--- src/pme_pkg.sv ---
`default_nettype none
package pme_pkg;

  // ----------------------------------------------------------------
  // Register bus
  // ----------------------------------------------------------------
  localparam int AW = 8;
  localparam int DW = 32;

  localparam logic [AW-1:0] OFS_CONTROL     = 8'h00;
  localparam logic [AW-1:0] OFS_ALIVE_MAP   = 8'h04;
  localparam logic [AW-1:0] OFS_LINK_MAP    = 8'h08;
  localparam logic [AW-1:0] OFS_LINK_RAW    = 8'h0c;
  localparam logic [AW-1:0] OFS_LINK_MASKED = 8'h10;
  localparam logic [AW-1:0] OFS_DONE_RAW    = 8'h14;
  localparam logic [AW-1:0] OFS_DONE_MASKED = 8'h18;
  localparam logic [AW-1:0] OFS_MASK_SET    = 8'h1c;
  localparam logic [AW-1:0] OFS_MASK_CLEAR  = 8'h20;
  localparam logic [AW-1:0] OFS_USER0       = 8'h24;
  localparam logic [AW-1:0] OFS_USER1       = 8'h28;
  localparam logic [AW-1:0] OFS_PHY_SELECT  = 8'h2c;
  localparam logic [AW-1:0] OFS_IRQ_CTRL    = 8'h30;
  localparam logic [AW-1:0] OFS_PACING      = 8'h34;

  // ----------------------------------------------------------------
  // Field positions
  // ----------------------------------------------------------------
  localparam int CTRL_BUSY_BIT   = 31;
  localparam int CTRL_ENABLE_BIT = 17;
  localparam int CTRL_PRE_OFF_BIT = 16;
  localparam int UA_GO_BIT       = 31;
  localparam int UA_WRITE_BIT    = 30;
  localparam int UA_ACK_BIT      = 29;
  localparam int UA_REG_LSB      = 21;
  localparam int UA_PHY_LSB      = 16;
  localparam int SEL_LINKEN_BIT  = 6;
  localparam int PACE_W          = 17;
  localparam logic [PACE_W-1:0] PACE_RST = 17'h00000;

  // ----------------------------------------------------------------
  // Management frame layout (bit index within a 64-bit frame)
  // ----------------------------------------------------------------
  localparam logic [5:0] IDX_START = 6'd32;
  localparam logic [5:0] IDX_OP    = 6'd34;
  localparam logic [5:0] IDX_PHY   = 6'd36;
  localparam logic [5:0] IDX_REG   = 6'd41;
  localparam logic [5:0] IDX_TA    = 6'd46;
  localparam logic [5:0] IDX_DATA  = 6'd48;
  localparam logic [5:0] IDX_LAST  = 6'd63;
  localparam logic [1:0] OP_READ   = 2'h2;
  localparam logic [1:0] OP_WRITE  = 2'h1;
  localparam logic [4:0] STATUS_REG = 5'h01;
  localparam int LINK_UP_BIT = 2;

  // ----------------------------------------------------------------
  // Timing
  // ----------------------------------------------------------------
  localparam int CORE_HZ     = 125_000_000;
  localparam int MGMT_MAX_HZ = 2_500_000;
  localparam int MGMT_TYP_HZ = 1_000_000;
  localparam int MIN_HALF_CYC = (CORE_HZ + 2 * MGMT_MAX_HZ - 1) / (2 * MGMT_MAX_HZ);
  localparam int TYP_HALF_CYC = (CORE_HZ + 2 * MGMT_TYP_HZ - 1) / (2 * MGMT_TYP_HZ);
  localparam logic [15:0] DIV_MIN = 16'(MIN_HALF_CYC - 1);
  localparam logic [15:0] DIV_RST = 16'(TYP_HALF_CYC - 1);

  typedef enum logic {PME_IDLE, PME_FRAME} pme_state_t;

endpackage : pme_pkg
`default_nettype wire

--- src/pme_top.sv ---
`timescale 1ns/10ps
`default_nettype none

module pme_top
  import pme_pkg::*;
(
  // Clock and reset
  input  wire logic                  core_clk,
  input  wire logic                  rst,
  // Register port
  input  wire logic [pme_pkg::AW-1:0] bus_addr,
  input  wire logic [pme_pkg::DW-1:0] bus_wr_data,
  input  wire logic                  bus_wr_en,
  input  wire logic                  bus_rd_en,
  output var  logic [pme_pkg::DW-1:0] bus_rd_data,
  // Management pins
  output var  logic                  mgmt_clock_pin,
  input  wire logic                  mgmt_data_in,
  output var  logic                  mgmt_data_out,
  output var  logic                  mgmt_data_oe,
  // Interrupt
  input  wire logic                  mac_event_in,
  output var  logic                  irq_out
);
  import pme_pkg::*;

  // ----------------------------------------------------------------
  // Functions
  // ----------------------------------------------------------------
  function automatic logic frame_bit(input logic [5:0] idx, input logic wr,
                                     input logic [4:0] pa, input logic [4:0] ra,
                                     input logic [15:0] d);
    int i;
    logic [1:0] op;
    i  = int'(idx);
    op = wr ? OP_WRITE : OP_READ;
    if (idx < IDX_START)      frame_bit = 1'b1;
    else if (idx < IDX_OP)    frame_bit = (idx == IDX_START) ? 1'b0 : 1'b1;
    else if (idx < IDX_PHY)   frame_bit = op[35 - i];
    else if (idx < IDX_REG)   frame_bit = pa[40 - i];
    else if (idx < IDX_TA)    frame_bit = ra[45 - i];
    else if (idx < IDX_DATA)  frame_bit = (idx == IDX_TA);
    else                      frame_bit = d[63 - i];
  endfunction : frame_bit

  function automatic logic frame_oe(input logic [5:0] idx, input logic wr);
    frame_oe = wr | (idx < IDX_TA);
  endfunction : frame_oe

  // ----------------------------------------------------------------
  // State
  // ----------------------------------------------------------------
  logic                enable_reg, pre_off_reg;
  logic [15:0]         div_reg;
  logic [31:0]         alive_reg, link_reg;
  logic                link_raw_reg, link_en_reg;
  logic [4:0]          mon_addr_reg;
  logic [1:0]          done_raw_reg, done_mask_reg;
  logic [1:0]          go_reg, wr_reg, ack_reg;
  logic [4:0]          ra_reg [2];
  logic [4:0]          pa_reg [2];
  logic [15:0]         dat_reg [2];
  logic                gie_reg, irq_reg;
  logic [PACE_W-1:0]   pace_reload_reg, pace_cnt_reg;
  logic [DW-1:0]       rd_data_reg;
  pme_state_t          state_reg;
  logic [5:0]          idx_reg;
  logic [15:0]         div_cnt_reg;
  logic                mdc_reg, mdo_reg, moe_reg;
  logic                cur_user_reg, cur_ch_reg, cur_wr_reg;
  logic [4:0]          cur_pa_reg, cur_ra_reg, poll_addr_reg;
  logic [15:0]         cur_dat_reg, shift_reg;
  logic                ack_smp_reg, rr_last_reg;
  logic                mdi_meta_reg, mdi_reg;

  // ----------------------------------------------------------------
  // Decode
  // ----------------------------------------------------------------
  wire wr_ctrl   = bus_wr_en && bus_addr == OFS_CONTROL;
  wire wr_lraw   = bus_wr_en && bus_addr == OFS_LINK_RAW;
  wire wr_draw   = bus_wr_en && bus_addr == OFS_DONE_RAW;
  wire wr_mset   = bus_wr_en && bus_addr == OFS_MASK_SET;
  wire wr_mclr   = bus_wr_en && bus_addr == OFS_MASK_CLEAR;
  wire wr_ua0    = bus_wr_en && bus_addr == OFS_USER0;
  wire wr_ua1    = bus_wr_en && bus_addr == OFS_USER1;
  wire wr_sel    = bus_wr_en && bus_addr == OFS_PHY_SELECT;
  wire wr_ictl   = bus_wr_en && bus_addr == OFS_IRQ_CTRL;
  wire wr_pace   = bus_wr_en && bus_addr == OFS_PACING;
  wire [1:0] wr_ua = {wr_ua1, wr_ua0};

  // Management clock: the divider is clamped so the pin never beats the bus limit
  wire [15:0] half_m1   = (div_reg < DIV_MIN) ? DIV_MIN : div_reg;
  wire        tick      = enable_reg && div_cnt_reg == 16'h0000;
  wire        rise_tick = tick && !mdc_reg;
  wire        fall_tick = tick && mdc_reg;
  wire        in_frame  = state_reg == PME_FRAME;
  wire        frame_end = in_frame && fall_tick && idx_reg == IDX_LAST;
  wire        start     = state_reg == PME_IDLE && fall_tick;

  // User accesses win over polling; between themselves they alternate
  wire        any_go   = |go_reg;
  wire        pick_ch  = (&go_reg) ? !rr_last_reg : go_reg[1];
  wire        s_wr     = any_go & wr_reg[pick_ch];
  wire [4:0]  s_pa     = any_go ? pa_reg[pick_ch] : poll_addr_reg;
  wire [4:0]  s_ra     = any_go ? ra_reg[pick_ch] : STATUS_REG;
  wire [15:0] s_dat    = dat_reg[pick_ch];
  wire [5:0]  s_idx    = pre_off_reg ? IDX_START : 6'h00;
  wire [5:0]  n_idx    = idx_reg + 6'h01;

  wire        rd_done   = frame_end && !cur_wr_reg;
  wire        new_link  = ack_smp_reg && shift_reg[LINK_UP_BIT];
  wire        poll_done = frame_end && !cur_user_reg;
  wire        link_chg  = poll_done && cur_pa_reg == mon_addr_reg &&
                          new_link != link_reg[cur_pa_reg] && link_en_reg;
  wire        user_done = frame_end && cur_user_reg;
  wire [1:0]  done_set  = user_done ? (cur_ch_reg ? 2'h2 : 2'h1) : 2'h0;

  wire        link_masked = link_raw_reg & link_en_reg;
  wire [1:0]  done_masked = done_raw_reg & done_mask_reg;
  wire        pending     = link_masked | (|done_masked) | mac_event_in;

  // ----------------------------------------------------------------
  // Control registers
  // ----------------------------------------------------------------
  always_ff @(posedge core_clk) begin
    if (rst) begin
      enable_reg  <= 1'b0;
      pre_off_reg <= 1'b0;
      div_reg     <= DIV_RST;
      mon_addr_reg <= 5'h00;
      link_en_reg <= 1'b0;
      gie_reg     <= 1'b0;
      pace_reload_reg <= PACE_RST;
    end else begin
      if (wr_ctrl) begin
        enable_reg  <= bus_wr_data[CTRL_ENABLE_BIT];
        pre_off_reg <= bus_wr_data[CTRL_PRE_OFF_BIT];
        div_reg     <= bus_wr_data[15:0];
      end
      if (wr_sel) begin
        mon_addr_reg <= bus_wr_data[4:0];
        link_en_reg  <= bus_wr_data[SEL_LINKEN_BIT];
      end
      if (wr_ictl) gie_reg <= bus_wr_data[0];
      if (wr_pace) pace_reload_reg <= bus_wr_data[PACE_W-1:0];
    end
  end

  // Event flags: a hardware set in the clearing cycle wins
  always_ff @(posedge core_clk) begin
    if (rst) begin
      link_raw_reg  <= 1'b0;
      done_raw_reg  <= 2'h0;
      done_mask_reg <= 2'h0;
    end else begin
      link_raw_reg  <= (link_raw_reg & !(wr_lraw & bus_wr_data[0])) | link_chg;
      done_raw_reg  <= (done_raw_reg & ~({2{wr_draw}} & bus_wr_data[1:0])) | done_set;
      done_mask_reg <= (done_mask_reg | ({2{wr_mset}} & bus_wr_data[1:0])) &
                       ~({2{wr_mclr}} & bus_wr_data[1:0]);
    end
  end

  // ----------------------------------------------------------------
  // User access registers
  // ----------------------------------------------------------------
  // A write while go is set is dropped so a running access keeps its fields
  always_ff @(posedge core_clk) begin
    if (rst) begin
      go_reg  <= 2'h0;
      wr_reg  <= 2'h0;
      ack_reg <= 2'h0;
      for (int c = 0; c < 2; c++) begin
        ra_reg[c]  <= 5'h00;
        pa_reg[c]  <= 5'h00;
        dat_reg[c] <= 16'h0000;
      end
    end else begin
      for (int c = 0; c < 2; c++) begin
        if (wr_ua[c] && !go_reg[c]) begin
          go_reg[c]  <= bus_wr_data[UA_GO_BIT];
          wr_reg[c]  <= bus_wr_data[UA_WRITE_BIT];
          ack_reg[c] <= 1'b0;
          ra_reg[c]  <= bus_wr_data[UA_REG_LSB +: 5];
          pa_reg[c]  <= bus_wr_data[UA_PHY_LSB +: 5];
          dat_reg[c] <= bus_wr_data[15:0];
        end else if (done_set[c]) begin
          go_reg[c]  <= 1'b0;
          ack_reg[c] <= !cur_wr_reg && ack_smp_reg;
          if (!cur_wr_reg) dat_reg[c] <= shift_reg;
        end
      end
    end
  end

  // ----------------------------------------------------------------
  // PHY maps
  // ----------------------------------------------------------------
  always_ff @(posedge core_clk) begin
    if (rst) begin
      alive_reg <= 32'h00000000;
      link_reg  <= 32'h00000000;
    end else begin
      if (rd_done) alive_reg[cur_pa_reg] <= ack_smp_reg;
      if (poll_done) link_reg[cur_pa_reg] <= new_link;
    end
  end

  // ----------------------------------------------------------------
  // Frame engine
  // ----------------------------------------------------------------
  // Pin input crosses into the core clock through two flops
  always_ff @(posedge core_clk) begin
    if (rst) begin
      mdi_meta_reg <= 1'b1;
      mdi_reg      <= 1'b1;
    end else begin
      mdi_meta_reg <= mgmt_data_in;
      mdi_reg      <= mdi_meta_reg;
    end
  end

  always_ff @(posedge core_clk) begin
    if (rst || !enable_reg) begin
      div_cnt_reg <= 16'h0000;
      mdc_reg     <= 1'b0;
    end else begin
      div_cnt_reg <= tick ? half_m1 : div_cnt_reg - 16'h0001;
      if (tick) mdc_reg <= !mdc_reg;
    end
  end

  // Bits change on the falling edge, PHY data is taken at the rising edge
  always_ff @(posedge core_clk) begin
    if (rst || !enable_reg) begin
      state_reg    <= PME_IDLE;
      idx_reg      <= 6'h00;
      mdo_reg      <= 1'b1;
      moe_reg      <= 1'b0;
      cur_user_reg <= 1'b0;
      cur_ch_reg   <= 1'b0;
      cur_wr_reg   <= 1'b0;
      cur_pa_reg   <= 5'h00;
      cur_ra_reg   <= STATUS_REG;
      cur_dat_reg  <= 16'h0000;
      ack_smp_reg  <= 1'b0;
      shift_reg    <= 16'h0000;
    end else if (start) begin
      state_reg    <= PME_FRAME;
      idx_reg      <= s_idx;
      mdo_reg      <= frame_bit(s_idx, s_wr, s_pa, s_ra, s_dat);
      moe_reg      <= 1'b1;
      cur_user_reg <= any_go;
      cur_ch_reg   <= pick_ch;
      cur_wr_reg   <= s_wr;
      cur_pa_reg   <= s_pa;
      cur_ra_reg   <= s_ra;
      cur_dat_reg  <= s_dat;
      ack_smp_reg  <= 1'b0;
    end else if (frame_end) begin
      state_reg <= PME_IDLE;
      mdo_reg   <= 1'b1;
      moe_reg   <= 1'b0;
    end else if (in_frame && fall_tick) begin
      idx_reg <= n_idx;
      mdo_reg <= frame_bit(n_idx, cur_wr_reg, cur_pa_reg, cur_ra_reg, cur_dat_reg);
      moe_reg <= frame_oe(n_idx, cur_wr_reg);
    end else if (in_frame && rise_tick) begin
      // Second turnaround bit pulled low means the PHY answered
      if (idx_reg == IDX_TA + 6'h01) ack_smp_reg <= !mdi_reg;
      if (idx_reg >= IDX_DATA) shift_reg <= {shift_reg[14:0], mdi_reg};
    end
  end

  always_ff @(posedge core_clk) begin
    if (rst) begin
      poll_addr_reg <= 5'h00;
      rr_last_reg   <= 1'b1;
    end else begin
      if (poll_done) poll_addr_reg <= poll_addr_reg + 5'h01;
      if (start && any_go) rr_last_reg <= pick_ch;
    end
  end

  // ----------------------------------------------------------------
  // Interrupt combiner and pacing
  // ----------------------------------------------------------------
  wire gie_rise = wr_ictl && bus_wr_data[0] && !gie_reg;

  always_ff @(posedge core_clk) begin
    if (rst) begin
      pace_cnt_reg <= PACE_RST;
      irq_reg      <= 1'b0;
    end else begin
      if (gie_rise) pace_cnt_reg <= pace_reload_reg;
      else if (pace_cnt_reg != PACE_RST) pace_cnt_reg <= pace_cnt_reg - 17'h00001;
      // High while already high; may only rise once pacing expired
      irq_reg <= gie_reg && pending &&
                 (irq_reg || pace_cnt_reg == PACE_RST);
    end
  end

  // ----------------------------------------------------------------
  // Read port
  // ----------------------------------------------------------------
  logic [DW-1:0] rd_mux;
  always_comb begin
    rd_mux = 32'h00000000;
    case (bus_addr)
      OFS_CONTROL:     rd_mux = {in_frame, 13'h0000, enable_reg, pre_off_reg, div_reg};
      OFS_ALIVE_MAP:   rd_mux = alive_reg;
      OFS_LINK_MAP:    rd_mux = link_reg;
      OFS_LINK_RAW:    rd_mux = {31'h00000000, link_raw_reg};
      OFS_LINK_MASKED: rd_mux = {31'h00000000, link_masked};
      OFS_DONE_RAW:    rd_mux = {30'h00000000, done_raw_reg};
      OFS_DONE_MASKED: rd_mux = {30'h00000000, done_masked};
      OFS_MASK_SET,
      OFS_MASK_CLEAR:  rd_mux = {30'h00000000, done_mask_reg};
      OFS_USER0:       rd_mux = {go_reg[0], wr_reg[0], ack_reg[0], 3'h0, ra_reg[0],
                                 pa_reg[0], dat_reg[0]};
      OFS_USER1:       rd_mux = {go_reg[1], wr_reg[1], ack_reg[1], 3'h0, ra_reg[1],
                                 pa_reg[1], dat_reg[1]};
      OFS_PHY_SELECT:  rd_mux = {25'h0000000, link_en_reg, 1'b0, mon_addr_reg};
      OFS_IRQ_CTRL:    rd_mux = {31'h00000000, gie_reg};
      OFS_PACING:      rd_mux = {15'h0000, pace_reload_reg};
      default:         rd_mux = 32'h00000000;
    endcase
  end

  always_ff @(posedge core_clk) begin
    if (rst) rd_data_reg <= 32'h00000000;
    else     rd_data_reg <= bus_rd_en ? rd_mux : 32'h00000000;
  end

  assign bus_rd_data    = rd_data_reg;
  assign mgmt_clock_pin = mdc_reg;
  assign mgmt_data_out  = mdo_reg;
  assign mgmt_data_oe   = moe_reg;
  assign irq_out        = irq_reg;
endmodule : pme_top
`default_nettype wire

--- config.mk ---
export PLATFORM = sky130hd
export DESIGN_NAME = pme_top
export DESIGN_NICKNAME = d
export VERILOG_FILES = /design/src/pme_pkg.sv /design/src/pme_top.sv
export SDC_FILE = /design/constraint.sdc
export NUM_CORES = 1
export LEC_CHECK = 0
export BUFFER_PORTS_ARGS = -buffer_cell sky130_fd_sc_hd__buf_4
export CAP_MARGIN = 0
export CORE_UTILIZATION = 45
export CTS_CLUSTER_DIAMETER = 150
export DETAILED_ROUTE_END_ITERATION = 16
export GPL_TIMING_DRIVEN = 0
export PLACE_DENSITY = 0.67
export SLEW_MARGIN = 20
export SYNTH_ARGS = -nofsm -noshare
export SYNTH_HDL_FRONTEND = slang
export SYNTH_SLANG_ARGS = --single-unit
--- constraint.sdc ---
create_clock -name core_clk -period 6.2 [get_ports core_clk]
set_clock_uncertainty 0.2 [all_clocks]
set_input_delay 0.62 -clock core_clk [delete_from_list [all_inputs] [get_ports core_clk]]
set_output_delay 0.62 -clock core_clk [all_outputs]
set_load 0.02 [all_outputs]
-- Word level (Yosys, flattened, before mapping)
Memories as Yosys holds them, arrays and structs flattened.
Cells that the tools add are included.
- flip-flop bits (word level): 247
- memory bits (writable): 52
- output and inout port bits: 36
- memories kept: 3
- add/subtract/negate cells: 12
- order comparisons: 25
- equal/unequal tests: 22
- mux-type cells: 99
- bitwise operators: 31
- reduce and logical (&&, ||, !) cells: 66
- memory list (memory ; depth ; width ; rd ports ; clocked after Yosys merged registers in ; wr ports ; line ; source):
    dat_reg ; 2 ; 16 ; 3 ; 0 ; 2 ; pme_top.sv:62 ; logic [15:0] dat_reg [2];
    pa_reg ; 2 ; 5 ; 3 ; 0 ; 2 ; pme_top.sv:61 ; logic [4:0] pa_reg [2];
    ra_reg ; 2 ; 5 ; 3 ; 0 ; 2 ; pme_top.sv:60 ; logic [4:0] ra_reg [2];
- operator list (operator ; number):
    32-bit one-hot mux with 13 select lines ; 1
    16-bit 2-to-1 mux ; 6
    6-bit less-than comparator (second input constant) ; 12
    1-bit 2-to-1 mux ; 66
    32-bit bitwise mux ; 2
    6-bit by 6-bit subtractor with 7-bit output (first input constant) ; 8
    8-bit by 6-bit == test with 1-bit output (second input constant) ; 6
    6-bit == test (second input constant) ; 6
    17-bit 2-to-1 mux ; 2
    1-bit logical AND ; 33
    8-bit by 5-bit == test with 1-bit output (second input constant) ; 4
    5-bit 2-to-1 mux ; 6
    7-bit by 5-bit less-than comparator with 1-bit output (second input constant) ; 4
    6-bit 2-to-1 mux ; 4
    17-bit logical NOT ; 1
    17-bit nonzero test ; 1
    17-bit by 1-bit subtractor with 17-bit output (second input constant) ; 1
    8-bit by 4-bit == test with 1-bit output (second input constant) ; 2
    16-bit logical NOT ; 1
    16-bit by 5-bit less-than comparator with 1-bit output (second input constant) ; 1
    16-bit by 1-bit subtractor with 16-bit output (second input constant) ; 1
    7-bit by 3-bit less-than comparator with 1-bit output (second input constant) ; 2
    7-bit by 6-bit less-than comparator with 1-bit output (second input constant) ; 2
    2-bit OR reduction ; 7
    29 further kinds ; 76

-- Logic depth before layout (Yosys ltp)
- word-level depth: 14
- mapped depth: 11
- depth with buffers taken out: 9

-- Worst setup path after synthesis
OpenSTA, ideal clock, no wires.
- path type: input port to flip-flop
- from: in bus_addr[1] in the netlist's numbering
- to: mem dat_reg[1][10] (data pin)
- setup time: 256 ps
- data arrival time: 3065 ps
- data required time: 5744 ps
- setup slack: 2679 ps
- stages: 8
- cells stage by stage: nor3_1 -> nand2_1 -> o31ai_1 -> or3_1 -> clkbuf_1 -> a21oi_2 -> buf_6 -> a22o_1
- RTL lines (element ; line ; source):
    start: declaration ; pme_top.sv:11 ; input wire logic [pme_pkg::AW-1:0] bus_addr,
    end: declaration ; pme_top.sv:62 ;

==> results_dict.tcl <==
set metrics [dict create \
    synth_area_leaders "dfxtp_1 (36%), edfxtp_1 (11%), a21oi_1 (6.0%)" \
    p_leak_nw 5.43 \
    track_usage_pct 30.7 \
    place.port_buffers 75 \
    firstDrtPassIters 7 \
    drt-initial-drc-count 1573 \
    crit_fanout 10 \
    r2r-end "dat_reg[1][8]$_DFFE_PP_" \
    start_kind "flip-flop" \
    dp_hpwl_mm 35.0 \
    finalWirelength_mm 48.1 \
    synth_top_area_share_pct 36.4 \
    async_flop_share_pct 0 \
    cp_cell_sequence "or4_4, nand2b_4, or4_1, buf_2, or3_1, buf_2, nor4_4, a21oi_2, buf_6, a22o_1" \
    ant_nets 0 \
    cts_buffers 34 \
    worstSetupPathType "flip-flop to flip-flop" \
    powerDensity_mw_per_mm2 280 \
    core_mm2 0.0296 \
    die_area_mm2 0.0309 \
    cts_resized 0 \
    die_h_um 176 \
    slowest_delay_ns 0.61 \
    worstMarginPinSlew_ns 1.16 \
    cp-endpoint "dat_reg[1][8]$_DFFE_PP_" \
    ios 82 \
    avgSynthCellArea_um2 9.04 \
    cp.arrival_ns 3.99 \
    synth_edf_count 52 \
    ys_ff_latch 299 \
    rr_startpoint "div_cnt_reg[6]$_SDFF_PP0_" \
    ys_warn_count 0 \
    grt_max_degree 15 \
    slew_violations 0 \
    cts_tree "built" \
    diodes 0 \
    ctsHoldBuffers 0 \
    yosys-top-cells-count "dfxtp_1 (247), nand2_1 (190), a21oi_1 (164), nor2_1 (120), a211oi_1 (103)" \
    drc 0 \
    path_clk_slew_ns 0.06 \
    min_period_ns 3.91 \
    period_share_pct 63.1 \
    syn-num-nets 1556 \
    rsz0062_at_grt "no" \
    final_layout_size_suffix_gt1_share_pct 10.3 \
    r2r_slack_ns 2.29 \
    post-cts-setup-buffers 0 \
    vdd_drop_max_mv 0.234 \
    nFillCells 2820 \
    critical_path.startpoint "div_cnt_reg[6]$_SDFF_PP0_" \
    hp-class "input pin to flip-flop" \
    dpl.cell_count 1969 \
    yosysMostFrequentCell "dfxtp_1" \
    first_global_vias 11709 \
    yosysUniqueCellTypes 64 \
    start_util_pct 45.8 \
    slew_headroom_pct 22.2 \
    htreeDepth 2 \
    clock_tree.buffer_depth 3 \
    synth_top_cell_by_area "dfxtp_1" \
    tns_ns 0 \
    rr_worst_depth 10 \
    outcome "completed" \
    final_hold_viol_count 0 \
    finalNonFillerCells 2029 \
    fmax_mhz 255 \
    rows 63 \
    synthesis.area_mm2 0.0136 \
    clock_insertion_delay_worst_skew_ns 0.52 \
    grt_first_pass_wirelength_mm 71.8 \
    setup_viol 0 \
    crit_slowest_cell "nor4_4" \
    vias 12755 \
    cts.sinks 299 \
    antenna_found_initial 1 \
    path_delay_family "simple AND/OR/NAND/NOR gates" \
    cap_violations 0 \
    via_per_inst 6.29 \
    globalRouteOverflowTotal 0 \
    critPathCaptureType "flip-flop" \
    crit_required_ns 6.27 \
    gp_congestion 0.990 \
    ys_seq_area_share_pct 47.9 \
    nets 1669 \
    root_buffer "clkbuf_16" \
    fp.dieW_um 176 \
    crit_cells 10 \
    syn_to_final_growth_pct 16.1 \
    syn_inst 1502 \
    path_common_cell "buf_2" \
    cp_num_buf_inv 3 \
    synth_ff_type "dfxtp_1" \
    wl_per_cell_um 23.7 \
]
==> layout by cell type, fill, tap and decap left out, types with 11 or more instances in the layout <==
cell type / instances
a211oi_1: 103
nand3_1: 48
a31oi_1: 18
inv_1: 28
buf_4: 76
a22o_1: 20
nand4_1: 12
mux4_2: 13
clkbuf_16: 36
buf_1: 11
nor2b_1: 11
nand2_1: 190
nor2_1: 120
mux2i_1: 34
a22oi_1: 67
o21ai_0: 40
xor2_1: 24
clkbuf_1: 105
xnor2_1: 20
a21oi_1: 164
and2_1: 13
nor3_1: 22
dfxtp_1: 247
edfxtp_1: 52
==> worst register-to-register path, stage by stage (launching register included) <==
cell and delay, ns:
dfxtp_1 0.35, or4_4 0.57, nand2b_4 0.19, or4_1 0.40
buf_2 0.20, or3_1 0.35, buf_2 0.19, nor4_4 0.61
a21oi_2 0.21, buf_6 0.21, a22o_1 0.18
==> worst min path at each step <==
| stage | endpoint | from | depth (start not counted) | slack, ns |
|---|---|---|---|---|
| floorplan | mdi_reg$_SDFF_PP1_ | mdi_meta_reg$_SDFF_PP1_ | 1 | 0.19 |
| global placement | mdi_reg$_SDFF_PP1_ | mdi_meta_reg$_SDFF_PP1_ | 1 | 0.20 |
| detailed placement | mdi_reg$_SDFF_PP1_ | mdi_meta_reg$_SDFF_PP1_ | 1 | 0.20 |
| CTS | mdi_meta_reg$_SDFF_PP1_ | mgmt_data_in | 2 | 0.11 |
| global route | mdi_meta_reg$_SDFF_PP1_ | mgmt_data_in | 2 | 0.11 |
| finish | mdi_meta_reg$_SDFF_PP1_ | mgmt_data_in | 2 | 0.11 |
==> power by group <==
| group | switching [mW] | internal [mW] | leakage [nW] |
|---|---|---|---|
| sequential | 0.0457 | 2.02 | 2.51 |
| combinational | 0.221 | 0.161 | 2.39 |
| clock | 0.827 | 1.14 | 0.526 |
==> stage by stage <==
step / hold WS (ns) / worst slack, ns / instance area [um^2] / total power, mW / utilization [%]
after global placement: 0.199 / 1.32 / 14600 / 2.48 / 49.4
after global routing: 0.106 / 2.20 / 15800 / 4.54 / 53.2
after floorplan: 0.189 / 2.68 / 13600 / 2.37 / -
after detailed placement: 0.197 / 2.04 / 14700 / 2.49 / 49.5
final: 0.107 / 2.29 / 15800 / 4.41 / 53.2
after CTS: 0.106 / 2.32 / 15800 / 4.41 / 53.1
==> logic make-up (layout without fill, tap and decap cells) <==
| family | after synthesis | count (layout) | synth area share, % |
|---|---|---|---|
| simple gates | 494 | 494 | 17.1 |
| compound gates | 466 | 466 | 22.5 |
| flops | 299 | 299 | 47.9 |
| buf+inv | 140 | 277 | 3.98 |
| mux | 51 | 51 | 4.99 |
| xor+xnor | 44 | 44 | 2.84 |
| fa+ha+maj | 8 | 8 | 0.737 |
==> routing by layer <==
layer | vias up | track usage [%] | wire, um
met2 | 761 | 47.3 | 21200
li1 | 5768 | - | -
met4 | 0 | 13.5 | 2140
met1 | 6091 | 42.5 | 19800
met5 | - | 0 | 0
met3 | 135 | 4.78 | 4980
==> final cells by class <==
| cell class | count | area (um^2) | share of cell area, % |
|---|---|---|---|
| Sequential cell | 299 | 6510 | 41.3 |
| Buffer | 112 | 435 | 2.76 |
| Timing Repair Buffer | 77 | 586 | 3.71 |
| Clock inverter | 9 | 53.8 | 0.341 |
| Multi-Input combinational cell | 1063 | 6570 | 41.7 |
| Clock buffer | 51 | 1020 | 6.45 |
| Tap cell | 390 | 488 | 3.10 |
| Inverter | 28 | 105 | 0.667 |
Note: power is estimated with default switching activity, not from simulation.
